**src/pwmd_defines.vh**
```
`ifndef PWMD_DEFINES_VH
`define PWMD_DEFINES_VH

// ****************************************************************
// Register offsets
// ****************************************************************
`define PWMD_ADDR_DT_PRESCALE_LENGTH 8'he5
`define PWMD_ADDR_DT_EDGE_ENABLE 8'he6
`define PWMD_ADDR_OUT_MODE_BRAKE 8'he7
`define PWMD_ADDR_IRQ_STATUS 8'hf0
`define PWMD_ADDR_IRQ_CLEAR 8'hf1
`define PWMD_ADDR_IRQ_ENABLE 8'hf2

// ****************************************************************
// Field positions
// ****************************************************************
`define PWMD_PRESCALE_MSB 7
`define PWMD_PRESCALE_LSB 6
`define PWMD_LENGTH_MSB 5
`define PWMD_LENGTH_LSB 0
`define PWMD_EDGE_MSB 7
`define PWMD_EDGE_LSB 4
`define PWMD_DT_EN_MSB 3
`define PWMD_DT_EN_LSB 0
`define PWMD_OM_MSB 7
`define PWMD_OM_LSB 4
`define PWMD_BRAKE_BIT 0
`define PWMD_IRQ_BRAKE_ON 0
`define PWMD_IRQ_BRAKE_OFF 1

// ****************************************************************
// Reset values
// ****************************************************************
`define PWMD_RST_PRESCALE_LENGTH 8'h00
`define PWMD_RST_EDGE_ENABLE 8'h00
`define PWMD_RST_OUT_MODE 4'h0
`define PWMD_RST_IRQ 2'h0

// ****************************************************************
// Dead-time clock divider terminal counts (divisor minus one)
// ****************************************************************
`define PWMD_DIV2_LAST 4'h1
`define PWMD_DIV4_LAST 4'h3
`define PWMD_DIV8_LAST 4'h7
`define PWMD_DIV16_LAST 4'hf

`endif

```
**src/pwmd_deadtime_pair.v**
```verilog
`timescale 1ns/1ps
`default_nettype none

// ****************************************************************
// One complementary channel pair with dead-time insertion
// ****************************************************************
module pwmd_deadtime_pair (
    // Clock and reset
    input wire clk_sys,
    input wire arst_n,
    // Dead-time clock enable and settings
    input wire dt_tick,
    input wire [5:0] dt_length,
    input wire dt_enable,
    input wire edge_fall,
    input wire compl_mode,
    // Comparator waveforms of the pair
    input wire wave_even,
    input wire wave_odd,
    // Pair outputs
    output reg out_even,
    output reg out_odd
);

    reg wave_q;
    reg [6:0] dt_count;
    wire dt_active;
    wire dt_done;
    reg next_even;
    reg next_odd;

    // Insertion only counts in complementary mode
    assign dt_active = dt_enable & compl_mode;
    // Zero length means no delay; otherwise wait for length+1 ticks, since
    // the first tick after an edge may close only a partial period. The count
    // left over from the previous edge must not count in the edge cycle.
    assign dt_done = (dt_length == 6'h00) ||
                     ((wave_even == wave_q) && (dt_count > {1'b0, dt_length}));

    // Dead-time counter restarts at every edge of the source waveform
    always @(posedge clk_sys or negedge arst_n) begin
        if (!arst_n) begin
            wave_q <= 1'b0;
            dt_count <= 7'h00;
        end else begin
            wave_q <= wave_even;
            if (wave_even != wave_q) begin
                dt_count <= 7'h00;
            end else if (dt_tick && !dt_done) begin
                dt_count <= dt_count + 7'h01;
            end
        end
    end

    // Output selection: independent, plain complement or delayed rise
    always @* begin
        next_even = wave_even;
        next_odd = wave_odd;
        if (compl_mode) begin
            next_even = wave_even;
            next_odd = ~wave_even;
            if (dt_active) begin
                // Only a low-to-high transition waits, so both never overlap
                next_even = wave_even & (edge_fall | dt_done);
                next_odd = ~wave_even & (~edge_fall | dt_done);
            end
        end
    end

    // Registered outputs keep glitches off the power stage
    always @(posedge clk_sys or negedge arst_n) begin
        if (!arst_n) begin
            out_even <= 1'b0;
            out_odd <= 1'b0;
        end else begin
            out_even <= next_even;
            out_odd <= next_odd;
        end
    end

endmodule // pwmd_deadtime_pair

`default_nettype wire

```
**src/pwmd_output_stage.v**
```verilog
`timescale 1ns/1ps
`default_nettype none
`include "pwmd_defines.vh"

module pwmd_output_stage (
    // Clock and reset
    input wire clk_sys,
    input wire arst_n,
    // Register port
    input wire [7:0] reg_addr,
    input wire [7:0] reg_wdata,
    input wire reg_wr,
    input wire reg_rd,
    output reg [7:0] reg_rdata,
    // PWM core waveforms and pair modes
    input wire [7:0] pwm_wave,
    input wire [3:0] pair_compl,
    // Option bits, active low enable
    input wire even_channel_option,
    input wire odd_channel_option,
    // Port latches and program source
    input wire [7:0] port_latch,
    input wire ext_exec,
    input wire [7:0] ext_access_out,
    // External brake pin, active high
    input wire brake_in,
    // Output pins toward the power stage
    output reg [7:0] pin_out,
    output reg [7:0] pin_oe,
    output reg [7:0] pin_weak_pullup,
    output reg [7:0] pin_strong,
    // Interrupt
    output wire irq
);

    // ****************************************************************
    // Register file
    // ****************************************************************
    reg [7:0] deadtime_prescale_length;
    reg [7:0] deadtime_edge_enable;
    reg [3:0] out_mode;
    reg brake_flag;
    reg [1:0] irq_status;
    reg [1:0] irq_enable;
    reg brake_q;

    wire wr_prescale;
    wire wr_edge;
    wire wr_mode;
    wire wr_clear;
    wire wr_enable;
    wire brake_rise;
    wire brake_fall;
    wire [1:0] irq_event;
    wire [1:0] irq_clr;

    assign wr_prescale = reg_wr && (reg_addr == `PWMD_ADDR_DT_PRESCALE_LENGTH);
    assign wr_edge = reg_wr && (reg_addr == `PWMD_ADDR_DT_EDGE_ENABLE);
    assign wr_mode = reg_wr && (reg_addr == `PWMD_ADDR_OUT_MODE_BRAKE);
    assign wr_clear = reg_wr && (reg_addr == `PWMD_ADDR_IRQ_CLEAR);
    assign wr_enable = reg_wr && (reg_addr == `PWMD_ADDR_IRQ_ENABLE);

    // Brake edges feed the interrupt status; the flag is set by the pin level
    assign brake_rise = brake_in & ~brake_q;
    assign brake_fall = ~brake_in & brake_q;
    assign irq_event = {brake_fall, brake_rise};
    assign irq_clr = wr_clear ? reg_wdata[1:0] : 2'h0;

    // Configuration registers
    always @(posedge clk_sys or negedge arst_n) begin
        if (!arst_n) begin
            deadtime_prescale_length <= `PWMD_RST_PRESCALE_LENGTH;
            deadtime_edge_enable <= `PWMD_RST_EDGE_ENABLE;
            out_mode <= `PWMD_RST_OUT_MODE;
        end else begin
            if (wr_prescale) begin
                deadtime_prescale_length <= reg_wdata;
            end
            if (wr_edge) begin
                deadtime_edge_enable <= reg_wdata;
            end
            if (wr_mode) begin
                out_mode <= reg_wdata[`PWMD_OM_MSB:`PWMD_OM_LSB];
            end
        end
    end

    // Brake flag: level of the pin keeps it set, software writes zero
    // to clear; a brake still present wins over the clear
    always @(posedge clk_sys or negedge arst_n) begin
        if (!arst_n) begin
            brake_q <= 1'b0;
            brake_flag <= 1'b0;
        end else begin
            brake_q <= brake_in;
            if (brake_in) begin
                brake_flag <= 1'b1;
            end else if (wr_mode && !reg_wdata[`PWMD_BRAKE_BIT]) begin
                brake_flag <= 1'b0;
            end
        end
    end

    // Sticky interrupt status, set wins over clear
    always @(posedge clk_sys or negedge arst_n) begin
        if (!arst_n) begin
            irq_status <= `PWMD_RST_IRQ;
            irq_enable <= `PWMD_RST_IRQ;
        end else begin
            irq_status <= (irq_status & ~irq_clr) | irq_event;
            if (wr_enable) begin
                irq_enable <= reg_wdata[1:0];
            end
        end
    end

    assign irq = |(irq_status & irq_enable);

    // Read data one cycle after the strobe, zero elsewhere.
    // Zero outside the read slot lets several slaves share one
    // read bus by a plain OR, at the cost of one register stage.
    // The clear register at 0xf1 is write-only and reads as zero.
    always @(posedge clk_sys or negedge arst_n) begin
        if (!arst_n) begin
            reg_rdata <= 8'h00;
        end else if (reg_rd) begin
            case (reg_addr)
                `PWMD_ADDR_DT_PRESCALE_LENGTH: begin
                    reg_rdata <= deadtime_prescale_length;
                end
                `PWMD_ADDR_DT_EDGE_ENABLE: begin
                    reg_rdata <= deadtime_edge_enable;
                end
                `PWMD_ADDR_OUT_MODE_BRAKE: begin
                    reg_rdata <= {out_mode, 3'h0, brake_flag};
                end
                `PWMD_ADDR_IRQ_STATUS: begin
                    reg_rdata <= {6'h00, irq_status};
                end
                `PWMD_ADDR_IRQ_ENABLE: begin
                    reg_rdata <= {6'h00, irq_enable};
                end
                default: begin
                    reg_rdata <= 8'h00;
                end
            endcase
        end else begin
            reg_rdata <= 8'h00;
        end
    end

    // ****************************************************************
    // Dead-time clock prescaler
    // ****************************************************************
    reg [3:0] prescale_count;
    reg [3:0] prescale_last;
    reg dt_tick;

    // Divisor from the two prescale bits.
    // The prescaler runs free, so the phase of the first tick after a
    // waveform edge is arbitrary; the pair logic counts one extra tick.
    always @* begin
        case (deadtime_prescale_length[`PWMD_PRESCALE_MSB:`PWMD_PRESCALE_LSB])
            2'h0: prescale_last = `PWMD_DIV2_LAST;
            2'h1: prescale_last = `PWMD_DIV4_LAST;
            2'h2: prescale_last = `PWMD_DIV8_LAST;
            default: prescale_last = `PWMD_DIV16_LAST;
        endcase
    end

    // One-cycle enable per dead-time clock period; a shorter divisor
    // taking effect mid-count simply wraps at the next terminal match
    always @(posedge clk_sys or negedge arst_n) begin
        if (!arst_n) begin
            prescale_count <= 4'h0;
            dt_tick <= 1'b0;
        end else begin
            if (prescale_count >= prescale_last) begin
                prescale_count <= 4'h0;
                dt_tick <= 1'b1;
            end else begin
                prescale_count <= prescale_count + 4'h1;
                dt_tick <= 1'b0;
            end
        end
    end

    // ****************************************************************
    // Channel pairs
    // ****************************************************************
    wire [7:0] wave_run;
    wire [7:0] pair_out;
    wire [5:0] dt_length;

    // Brake holds every waveform low until software releases the flag
    assign wave_run = brake_flag ? 8'h00 : pwm_wave;
    assign dt_length = deadtime_prescale_length[`PWMD_LENGTH_MSB:`PWMD_LENGTH_LSB];

    genvar p;
    generate
        for (p = 0; p < 4; p = p + 1) begin : g_pair
            pwmd_deadtime_pair u_pair (
                .clk_sys(clk_sys),
                .arst_n(arst_n),
                .dt_tick(dt_tick),
                .dt_length(dt_length),
                .dt_enable(deadtime_edge_enable[`PWMD_DT_EN_LSB + p]),
                .edge_fall(deadtime_edge_enable[`PWMD_EDGE_LSB + p]),
                .compl_mode(pair_compl[p]),
                .wave_even(wave_run[2 * p]),
                .wave_odd(wave_run[2 * p + 1]),
                .out_even(pair_out[2 * p]),
                .out_odd(pair_out[2 * p + 1])
            );
        end
    endgenerate

    // ****************************************************************
    // Pin structure
    // ****************************************************************
    wire [7:0] pin_mode;
    wire [7:0] pin_option_off;
    reg [7:0] next_out;
    reg [7:0] next_oe;
    reg [7:0] next_pullup;
    reg [7:0] next_strong;
    integer i;

    // Group mapping of output-mode bits onto channels
    assign pin_mode = {out_mode[0], out_mode[1], out_mode[2], out_mode[3],
                       out_mode[2], out_mode[3], out_mode[2], out_mode[3]};
    assign pin_option_off = {odd_channel_option, even_channel_option,
                             odd_channel_option, even_channel_option,
                             odd_channel_option, even_channel_option,
                             odd_channel_option, even_channel_option};

    // Per-pin driver selection.
    // External program execution overrides everything, since the pins
    // then carry the memory bus. Quasi mode only drives low; the high
    // level comes from the weak pull-up, so a shared line can still be
    // pulled low from outside. Push-pull drives both levels.
    always @* begin
        next_out = 8'h00;
        next_oe = 8'h00;
        next_pullup = 8'h00;
        next_strong = 8'h00;
        for (i = 0; i < 8; i = i + 1) begin
            if (ext_exec) begin
                // External memory access owns the pins outright
                next_out[i] = ext_access_out[i];
                next_oe[i] = 1'b1;
                next_strong[i] = ~pin_option_off[i];
            end else if (!pin_mode[i]) begin
                next_oe[i] = 1'b0;
            end else if (pin_option_off[i]) begin
                // Quasi: drives low hard, pulls high weakly
                next_out[i] = port_latch[i];
                next_oe[i] = ~port_latch[i];
                next_pullup[i] = 1'b1;
            end else begin
                next_out[i] = port_latch[i] ? 1'b1 : pair_out[i];
                next_oe[i] = 1'b1;
            end
        end
    end

    // Registered pin drivers, all released during reset.
    // A register stage here keeps decode glitches off the power stage.
    always @(posedge clk_sys or negedge arst_n) begin
        if (!arst_n) begin
            pin_out <= 8'h00;
            pin_oe <= 8'h00;
            pin_weak_pullup <= 8'h00;
            pin_strong <= 8'h00;
        end else begin
            pin_out <= next_out;
            pin_oe <= next_oe;
            pin_weak_pullup <= next_pullup;
            pin_strong <= next_strong;
        end
    end

endmodule // pwmd_output_stage

`default_nettype wire

```
**config.mk**
```make
export PLATFORM = sky130hd
export DESIGN_NAME = pwmd_output_stage
export DESIGN_NICKNAME = d
export VERILOG_FILES = /design/src/pwmd_deadtime_pair.v /design/src/pwmd_output_stage.v
export VERILOG_INCLUDE_DIRS = /design/src
export SDC_FILE = /design/constraint.sdc
export NUM_CORES = 1
export LEC_CHECK = 0
export ABC_AREA = 1
export BUFFER_PORTS_ARGS = -buffer_cell sky130_fd_sc_hd__buf_4
export CAP_MARGIN = 20
export CORE_ASPECT_RATIO = 0.7
export CORE_MARGIN = 10
export CORE_UTILIZATION = 50
export CTS_BUF_LIST = sky130_fd_sc_hd__clkbuf_16
export CTS_CLUSTER_DIAMETER = 50
export DETAILED_ROUTE_END_ITERATION = 10
export HOLD_SLACK_MARGIN = 0.08
export PLACE_DENSITY = 0.72
export SLEW_MARGIN = 20
export SYNTH_ARGS = -nofsm -noshare
export SYNTH_HDL_FRONTEND = slang
export SYNTH_HIERARCHICAL = 1
export SYNTH_SLANG_ARGS = --single-unit
export TNS_END_PERCENT = 50
```
**constraint.sdc**
```tcl
create_clock -name clk_sys -period 1.87 [get_ports clk_sys]
set_input_delay 0.374 -clock clk_sys [delete_from_list [all_inputs] [get_ports clk_sys]]
set_output_delay 0.374 -clock clk_sys [all_outputs]
set_load 0.03 [all_outputs]
```
==> results.yml, run 1 <==
run_status:
  status: "finished, final reports clean"
floorplan:
  fp-row-count: 33
  die_height_um: 110.7
  die_area_um2: 16540
  die_w_um: 149.5
  fp.coreArea_um2: 11600
  number_of_i_o_pins: 93
  floorplan.initialDensity_pct: 50.59
cells_and_area:
  filler_cell_count_in_the_final_layout: 1009
  mostFrequentLayoutCell: "sky130_fd_sc_hd__nand2_1"
  finish.utilization_pct: 61.76
  proportion_of_layout_cells_with_a_drive_suffix_above_1_pct: 21.28
  num-nets-final: 939
  layout_common_cells: "211 x sky130_fd_sc_hd__nand2_1, 108 x sky130_fd_sc_hd__buf_4, 95 x sky130_fd_sc_hd__dfrtp_1, 91 x sky130_fd_sc_hd__nor2_1, 90 x sky130_fd_sc_hd__inv_1"
  fin_cells: 1017
  layout-area-overhead-vs-synth_pct: 22.08
  antenna_cells: 0
worst_hold_path:
  holdCritPathClass: "primary input to flop"
  worstHoldStart: "brake_in"
  hold_path_depth: 1
  hold_end: "brake_q$_DFF_PN0_"
drt:
  antenna_violating_nets_post_route: 0
  firstDrtPassIters: 5
  avg_wl_per_cell_um: 15.09
  routed_via_density: 5.069
  detailroute.via_count: 5155
  post-route-drc-count: 0
  drt_iter0_markers: 341
  wire_length_reported_by_the_detailed_router_um: 15350
timing:
  hold_ws_ns: 0.1363
  finalHoldViolations: 0
  layout_min_cycle_time_ns: 1.774
  finalSetupTns_ns: 0
  fmaxAchievable_mhz: 563.5
  worst_slew_pin_slew_ns: 0.5538
  drv_slew: 0
  slew-limit-headroom_pct: 63.08
  setup_viol: 0
  worst_clock_skew_ns: 0.006897
  post-route-period-util_pct: 94.89
synthesis:
  register_bit_count_reported_by_yosys: 101
  asyncSetResetFlopFracSynth_pct: 100.0
  yosys_warns: 6
  synth.yosys.seq_area_share_pct: 43.06
  synthesis.instances: 748
  mappedNetlistArea_um2: 5869
  synth_cell_type_count: 32
  synth.net_count: 832
  synthFlopType: "sky130_fd_sc_hd__dfrtp_1"
  synthesis.area_per_instance_um2: 7.847
  synth-edff-count: 0
cts:
  clkSlewWorstSetupHoldPaths_ns: 0.07
  clk_latency_ns: 0.35
  clock_tree_from_tritoncts: "yes"
  cts_buffers: 9
  clock-root-buffer: "sky130_fd_sc_hd__clkbuf_16"
  cts_max_level: 3
  clockBufferDepth: 2
  cts_num_sinks: 101
power:
  vdd.ir_drop.worst_uv: 684.6
  power_total_w: 0.007636
  power_density_nw_per_um2: 1066
  static-leakage-power_nw: 3.765
grt:
  grt_use_total_pct: 18.50
  grt_start_max_net_pins: 48
  grt_first_pass_wirelength_um: 25100
  first_global_vias: 5106
  grt_overflow: 0
  antenna_found_initial: 0
place:
  placed_cells: 995
  detailedPlacementHpwl_um: 11710
  globalplace.congestion: 0.8303
  numPortBuffers: 92
run:
  cap_violations: 0
worst_setup_path:
  critPathKind: "flop to flop"
  worst_ep_required_ns: 2.10
  setup.worst_path.start_class: "flop"
  r2r-end: "g_pair[1].u_pair/out_even$_DFF_PN0_"
  worst-path-max-fanout: 7
  r2r_cells: 10
  regToRegSetupSlack_ns: 0.1
  timing.critical_path.arrival_ns: 2.00
  rr_startpoint: "deadtime_prescale_length[5]$_DFFE_PN0P_"
  timing.critical_path.to_type: "flop"
==> what timing repair did <==
action                                 in CTS  in global routing
setup endpoints to repair                   0                 36
buffers inserted                            0                  5
hold buffers                                1                  0
endpoints found under the hold margin      32                  0
resized for setup                           0                 18
==> cell usage after synthesis, types with 2 or more instances <==
library cell	instances	area [µm²]
sky130_fd_sc_hd__buf_4	11	82.58
sky130_fd_sc_hd__o21a_1	2	15.01
sky130_fd_sc_hd__o21ai_0	36	180.2
sky130_fd_sc_hd__nor2_4	4	45.04
sky130_fd_sc_hd__bufinv_8	4	70.07
sky130_fd_sc_hd__nor3_1	2	10.01
sky130_fd_sc_hd__ha_1	32	400.4
sky130_fd_sc_hd__nand2_1	215	807.0
sky130_fd_sc_hd__nand2_4	6	67.56
sky130_fd_sc_hd__nand2_2	7	43.79
sky130_fd_sc_hd__nand4_1	8	50.05
sky130_fd_sc_hd__nand3_1	62	310.3
sky130_fd_sc_hd__xnor2_1	5	43.79
sky130_fd_sc_hd__a21oi_2	4	35.03
sky130_fd_sc_hd__or2_2	4	25.02
sky130_fd_sc_hd__xor2_2	4	65.06
sky130_fd_sc_hd__nand3_4	4	70.07
sky130_fd_sc_hd__clkbuf_1	3	11.26
sky130_fd_sc_hd__a21oi_1	24	120.1
sky130_fd_sc_hd__o21ai_1	3	15.01
sky130_fd_sc_hd__nor2_1	93	349.1
sky130_fd_sc_hd__nor3b_1	4	30.03
sky130_fd_sc_hd__o31ai_1	2	15.01
sky130_fd_sc_hd__nand3b_1	4	30.03
sky130_fd_sc_hd__xor2_1	9	78.83
sky130_fd_sc_hd__inv_1	90	337.8
sky130_fd_sc_hd__dfrtp_1	101	2527
==> metrics by stage <==
| stage | worst slack, ns | cell area, µm² |
|---|---|---|
| final | 0.09550 | 7166 |
| after global routing | -0.01791 | 7166 |
| after CTS | 0.009847 | 7057 |
| after detailed placement | 0.03517 | 6764 |
| after global placement | 0.09404 | 6764 |
| after floorplan | 0.2415 | 5869 |
==> registers in the layout, indices dropped and copies added (netlist names) <==
name	count
pin_weak_pullup	4
g_pair.u_pair/out_odd	4
out_mode	4
g_pair.u_pair/out_even	4
irq_enable	2
deadtime_prescale_length	8
brake_q	1
g_pair.u_pair/wave_q	4
prescale_count	4
g_pair.u_pair/dt_count	28
deadtime_edge_enable	8
brake_flag	1
pin_oe	8
dt_tick	1
pin_out	8
pin_strong	2
reg_rdata	8
irq_status	2
==> final cells by class <==
class	count	area (µm²)	area share (%)
clock inverters	7	57.56	0.8032
well taps	157	196.4	2.741
repair buffers	112	850.8	11.87
flip-flops and latches	101	2535	35.38
clock buffers	9	225.2	3.143
inverters	96	416.7	5.815
multi-input cells	535	2884	40.25
==> kinds of logic after synthesis <==
family / share of synthesized area, %
AND/OR/NAND/NOR: 31.32
XOR/XNOR: 3.198
flip-flops: 43.06
adder cells (fa/ha/maj): 6.822
AO/OA/AOI/OAI: 6.629
buffers and inverters: 8.974
==> report_power, final <==
part / internal, W / leakage, nW / switching [W]
Clock: 0.000922 / 0.134 / 0.000874
Sequential: 0.00252 / 1.26 / 0.000517
Combinational: 0.00118 / 2.37 / 0.00162
==> worst max-delay path: stages, from the launching register on <==
cell and delay [ns]:
sky130_fd_sc_hd__dfrtp_2 0.44, sky130_fd_sc_hd__inv_1 0.07, sky130_fd_sc_hd__ha_1 0.32, sky130_fd_sc_hd__nand2_2 0.09, sky130_fd_sc_hd__inv_1 0.04, sky130_fd_sc_hd__a21oi_1 0.14
sky130_fd_sc_hd__nand2_1 0.08, sky130_fd_sc_hd__nand2_2 0.08, sky130_fd_sc_hd__nand2_1 0.08, sky130_fd_sc_hd__o21ai_0 0.24, sky130_fd_sc_hd__inv_1 0.08
==> how the worst max path moves through the flow <==
stage	start	end	slack, ns	cells past startpoint
2_1_floorplan	brake_flag$_DFFE_PN0P_	g_pair[0].u_pair/dt_count[3]$_DFFE_PN0P_	0.24	9
6_report	deadtime_prescale_length[5]$_DFFE_PN0P_	g_pair[1].u_pair/out_even$_DFF_PN0_	0.1	10
5_1_grt	deadtime_prescale_length[5]$_DFFE_PN0P_	g_pair[1].u_pair/out_even$_DFF_PN0_	-0.02	10
4_1_cts	deadtime_prescale_length[4]$_DFFE_PN0P_	g_pair[3].u_pair/dt_count[4]$_DFFE_PN0P_	0.01	11
3_3_place_gp	deadtime_prescale_length[4]$_DFFE_PN0P_	g_pair[0].u_pair/out_even$_DFF_PN0_	0.09	10
3_5_place_dp	deadtime_prescale_length[4]$_DFFE_PN0P_	g_pair[3].u_pair/dt_count[2]$_DFFE_PN0P_	0.04	11
==> metal layers <==
layer  vias up  wire (µm)  GRT usage, %
met5         -          0             0
met4         0        221         4.044
met3        21       1055         5.506
met2       150       7091         28.80
met1      2416       6981         24.78
li1       2568          -             -
Note: power is estimated with default switching activity, not from simulation.
==> run 2: changes to the inputs <==
- RECOVER_POWER: unset -> 50
==> results.yml, run 2 (same netlist as run 1, synthesis figures left out) <==
run_status:
  status: "finished, final reports clean"
worst_setup_path:
  critical-path-slowest-cell: "sky130_fd_sc_hd__dfrtp_2"
  critPathKind: "flop to flop"
  setup.worst_path.start_class: "flop"
  worst-path-stages: 10
  critical_path.cell_chain: "inv_1 -> ha_4 -> a21oi_1 -> nand2_1 -> nand2_1 -> nand2_1 -> nand2_2 -> nand2_1 -> o21ai_0 -> inv_1"
  worst_path_largest_cell_delay_ns: 0.46
  worst_ep_required_ns: 2.10
  path_buf_inv: 2
  timing.critical_path.arrival_ns: 2.00
  timing.critical_path.max_delay_family: "flip-flops"
  worst-path-max-fanout: 6
  r2r_cells: 10
  timing.critical_path.to_type: "flop"
  critical_path.most_common_cell: "sky130_fd_sc_hd__nand2_1"
floorplan:
  fp.coreArea_um2: 11600
  fp-row-count: 33
  die_area_um2: 16540
  number_of_i_o_pins: 93
  floorplan.initialDensity_pct: 50.59
  die_w_um: 149.5
  die_height_um: 110.7
timing:
  layout_min_cycle_time_ns: 1.771
  worst_slew_pin_slew_ns: 0.9731
  fmaxAchievable_mhz: 564.7
  finalSetupTns_ns: 0
  post-route-period-util_pct: 94.69
  finalHoldViolations: 0
  worst_clock_skew_ns: 0.006809
  hold_ws_ns: 0.1540
  setup_viol: 0
  slew-limit-headroom_pct: 35.13
  drv_slew: 0
power:
  static-leakage-power_nw: 3.699
  power_density_nw_per_um2: 1076
  vdd.ir_drop.worst_uv: 686.8
  power_total_w: 0.007621
cts:
  clockBufferDepth: 2
  cts_buffers: 9
  cts_max_level: 3
  clk_latency_ns: 0.35
  cts_num_sinks: 101
  clock_tree_from_tritoncts: "yes"
  clkSlewWorstSetupHoldPaths_ns: 0.07
  clock-root-buffer: "sky130_fd_sc_hd__clkbuf_16"
cells_and_area:
  mostFrequentLayoutCell: "sky130_fd_sc_hd__nand2_1"
  register_area_um2: 2535
  proportion_of_layout_cells_with_a_drive_suffix_above_1_pct: 19.42
  finish.utilization_pct: 61.05
  layout_common_cells: "213 x sky130_fd_sc_hd__nand2_1, 95 x sky130_fd_sc_hd__dfrtp_1, 93 x sky130_fd_sc_hd__nor2_1, 91 x sky130_fd_sc_hd__buf_4, 90 x sky130_fd_sc_hd__inv_1"
  filler_cell_count_in_the_final_layout: 1038
  antenna_cells: 0
  num-nets-final: 939
  layout-area-overhead-vs-synth_pct: 20.68
  largest_reg_flops: 28
  largest-register: "g_pair.u_pair/dt_count"
  multi_input_area_um2: 2854
grt:
  grt_first_pass_wirelength_um: 25100
  first_global_vias: 5106
  grt_overflow: 0
  grt_use_total_pct: 18.50
  grt_start_max_net_pins: 48
  antenna_found_initial: 0
run:
  cap_violations: 0
drt:
  routed_via_density: 5.070
  wire_length_reported_by_the_detailed_router_um: 15390
  firstDrtPassIters: 6
  antenna_violating_nets_post_route: 0
  avg_wl_per_cell_um: 15.13
  drt_iter0_markers: 395
  post-route-drc-count: 0
  detailroute.via_count: 5156
worst_hold_path:
  hold_path_depth: 1
  holdCritPathClass: "primary input to flop"
place:
  detailedPlacementHpwl_um: 11710
  numPortBuffers: 92
  globalplace.congestion: 0.8303
## run 2: power breakdown
part	switching [W]	internal (W)	leakage, nW
clock network	0.000873	0.000922	0.134
logic	0.00162	0.00117	2.30
registers	0.000516	0.00252	1.26
## run 2: path summary, 6_finish.rpt
kind	startpoint	endpoint	slack, ns
worst max register to register	deadtime_prescale_length[2]$_DFFE_PN0P_	g_pair[1].u_pair/out_even$_DFF_PN0_	0.1
worst min register to register	out_mode[1]$_DFFE_PN0N_	pin_oe[6]$_DFF_PN0_	0.47
worst min-delay path	brake_in	brake_q$_DFF_PN0_	0.15
max in group asynchronous	arst_n	deadtime_prescale_length[5]$_DFFE_PN0P_	0.27
min in group asynchronous	arst_n	prescale_count[3]$_DFF_PN0_	0.73
worst max-delay path	deadtime_prescale_length[2]$_DFFE_PN0P_	g_pair[1].u_pair/out_even$_DFF_PN0_	0.1
## run 2: per-layer routing
metal | vias up | track usage [%] | routed length (µm)
met3 | 25 | 5.506 | 1030
met1 | 2397 | 24.78 | 7033
met4 | 0 | 4.044 | 235
li1 | 2565 | - | -
met2 | 169 | 28.80 | 7089
met5 | - | 0 | 0
## run 2: final cells by class
cell class | count | share of cell area [%]
timing repair buffer | 112 | 11.27
sequential | 101 | 35.79
tap | 157 | 2.773
inverter | 96 | 5.882
clock inverter | 7 | 0.8126
multi-input combinational | 535 | 40.29
clock buffer | 9 | 3.180
## run 2: what timing repair did
action                     in CTS  in global routing
hold buffers                    1                  0
buffers inserted                0                  5
setup endpoints to repair       0                 36
gates resized for setup         0                 18
hold endpoints to repair       32                  0
## run 2: worst reg2reg max path: stages (launching register included)
cell	delay, ns
sky130_fd_sc_hd__dfrtp_2	0.46
sky130_fd_sc_hd__inv_1	0.16
sky130_fd_sc_hd__ha_4	0.23
sky130_fd_sc_hd__a21oi_1	0.13
sky130_fd_sc_hd__nand2_1	0.06
sky130_fd_sc_hd__nand2_1	0.05
sky130_fd_sc_hd__nand2_1	0.05
sky130_fd_sc_hd__nand2_2	0.08
sky130_fd_sc_hd__nand2_1	0.08
sky130_fd_sc_hd__o21ai_0	0.25
sky130_fd_sc_hd__inv_1	0.08
## run 2: per-stage QoR
step	setup slack [ns]	instances	instance area [µm²]
CTS	0.009847	1012	7057
detailed placement	0.03517	995	6764
global placement	0.09404	995	6764
global route	-0.01791	1017	7083
floorplan	0.2415	748	5869
finish	0.09920	1017	7083
==> run 3: changes to the inputs <==
- PLACE_DENSITY: 0.72 -> 0.78
==> results.yml, run 3 (same netlist as run 1, synthesis figures left out) <==
run_status:
  status: "finished, final reports clean"
place:
  globalplace.congestion: 0.8892
  detailedPlacementHpwl_um: 11430
  numPortBuffers: 92
  dp_worst_setup_slack_ns: 0.05873
  placed_cells: 1003
worst_setup_path:
  worst_ep_required_ns: 2.11
  timing.critical_path.to_type: "flop"
  worst-path-max-fanout: 8
  setup.worst_path.start_class: "flop"
  timing.critical_path.arrival_ns: 1.98
  critPathKind: "flop to flop"
cts:
  clockBufferDepth: 2
  cts_buffers: 9
  cts_max_level: 3
  clock-root-buffer: "sky130_fd_sc_hd__clkbuf_16"
  cts_num_sinks: 101
  clkSlewWorstSetupHoldPaths_ns: 0.07
  clk_latency_ns: 0.35
  clock_tree_from_tritoncts: "yes"
timing:
  finalHoldViolations: 0
  drv_slew: 0
  worst_clock_skew_ns: 0.007739
  post-route-period-util_pct: 92.81
  fmaxAchievable_mhz: 576.2
  layout_min_cycle_time_ns: 1.736
  worst_slew_pin_slew_ns: 0.9888
  hold_ws_ns: 0.1628
  slew-limit-headroom_pct: 34.08
  setup_viol: 0
  grt_setup_unrepaired: "yes"
  finalSetupTns_ns: 0
  postLayoutSetupSlackWorst_ns: 0.1344
cells_and_area:
  largest-register: "g_pair.u_pair/dt_count"
  layout_common_cells: "214 x sky130_fd_sc_hd__nand2_1, 113 x sky130_fd_sc_hd__buf_4, 97 x sky130_fd_sc_hd__dfrtp_1, 92 x sky130_fd_sc_hd__nor2_1, 90 x sky130_fd_sc_hd__inv_1"
  mostFrequentLayoutCell: "sky130_fd_sc_hd__nand2_1"
  largest_reg_flops: 28
  proportion_of_layout_cells_with_a_drive_suffix_above_1_pct: 20.42
  fin_cells: 1024
  layout-area-overhead-vs-synth_pct: 22.11
  antenna_cells: 0
  num-nets-final: 946
floorplan:
  die_w_um: 149.5
  floorplan.initialDensity_pct: 50.59
  number_of_i_o_pins: 93
  fp.coreArea_um2: 11600
  fp-row-count: 33
  die_area_um2: 16540
  die_height_um: 110.7
grt:
  antenna_found_initial: 0
  grt_use_total_pct: 17.98
  grt_overflow: 0
  first_global_vias: 5057
  grt_first_pass_wirelength_um: 24630
  grt_start_max_net_pins: 37
drt:
  routed_via_density: 5.017
  post-route-drc-count: 0
  avg_wl_per_cell_um: 14.44
  antenna_violating_nets_post_route: 0
  detailroute.via_count: 5137
  drt_iter0_markers: 377
  wire_length_reported_by_the_detailed_router_um: 14790
  firstDrtPassIters: 5
power:
  power_density_nw_per_um2: 1072
  vdd.ir_drop.worst_uv: 639.7
  static-leakage-power_nw: 3.803
  power_total_w: 0.007681
run:
  cap_violations: 0
worst_hold_path:
  holdCritPathClass: "primary input to flop"
[run 3: path summary, 6_finish.rpt]
kind                                                       endpoint  cells after the start                                    start  slack (ns)
setup / recovery                g_pair[3].u_pair/out_even$_DFF_PN0_                      8  deadtime_prescale_length[0]$_DFFE_PN0P_        0.13
hold / removal                                    brake_q$_DFF_PN0_                      1                                 brake_in        0.16
setup reg to reg                g_pair[3].u_pair/out_even$_DFF_PN0_                      8  deadtime_prescale_length[0]$_DFFE_PN0P_        0.13
hold reg to reg                             irq_status[0]$_DFF_PN0_                      1                        brake_q$_DFF_PN0_        0.45
max in group asynchronous                   out_mode[2]$_DFFE_PN0N_                      3                                   arst_n        0.40
min in group asynchronous  g_pair[1].u_pair/dt_count[1]$_DFFE_PN0P_                      2                                   arst_n        0.72
[run 3: metal layers]
layer  vias to the layer above  part of all wire (%)  track usage [%]
met1                      2382                    47            24.95
met3                        18                   7.1            4.568
li1                       2578                     -                -
met2                       159                    45            27.27
met4                         0                   1.2            4.501
met5                         -                     0                0
[run 3: per-stage QoR]
step / utilization (%) / cell area, µm²
floorplan: - / 5869
global placement: 58.82 / 6824
detailed placement: 58.82 / 6824
CTS: 61.48 / 7133
global route: 61.77 / 7167
finish: 61.77 / 7167
[run 3: final cells by class]
cell class	instances	area (µm²)
clock buffer	9	225.2
fill	986	4436
clock inverter	7	73.82
multi-input combinational	535	2824
sequential	101	2532
timing repair buffer	119	898.4
tap	157	196.4
inverter	96	416.7
[run 3: what timing repair did]
item                                    4_1_cts  5_1_grt
endpoints found under the hold margin        31        0
resized for setup                             0        8
buffers inserted                              0        4
endpoints found under the setup margin        0       36
hold buffers                                  1        0
[run 3: critical path, cell delays in order (launching register included)]
cell	delay (ns)
sky130_fd_sc_hd__dfrtp_1	0.54
sky130_fd_sc_hd__ha_1	0.37
sky130_fd_sc_hd__nand2_1	0.05
sky130_fd_sc_hd__nor2_1	0.14
sky130_fd_sc_hd__a21oi_2	0.07
sky130_fd_sc_hd__nand2_2	0.10
sky130_fd_sc_hd__nand2_1	0.11
sky130_fd_sc_hd__o21ai_0	0.19
sky130_fd_sc_hd__inv_1	0.05
[run 3: power breakdown]
part / switching, W / internal [W] / total [W]
registers: 0.000475 / 0.00252 / 0.00300
clock network: 0.000848 / 0.00104 / 0.00189
logic: 0.00163 / 0.00116 / 0.00279
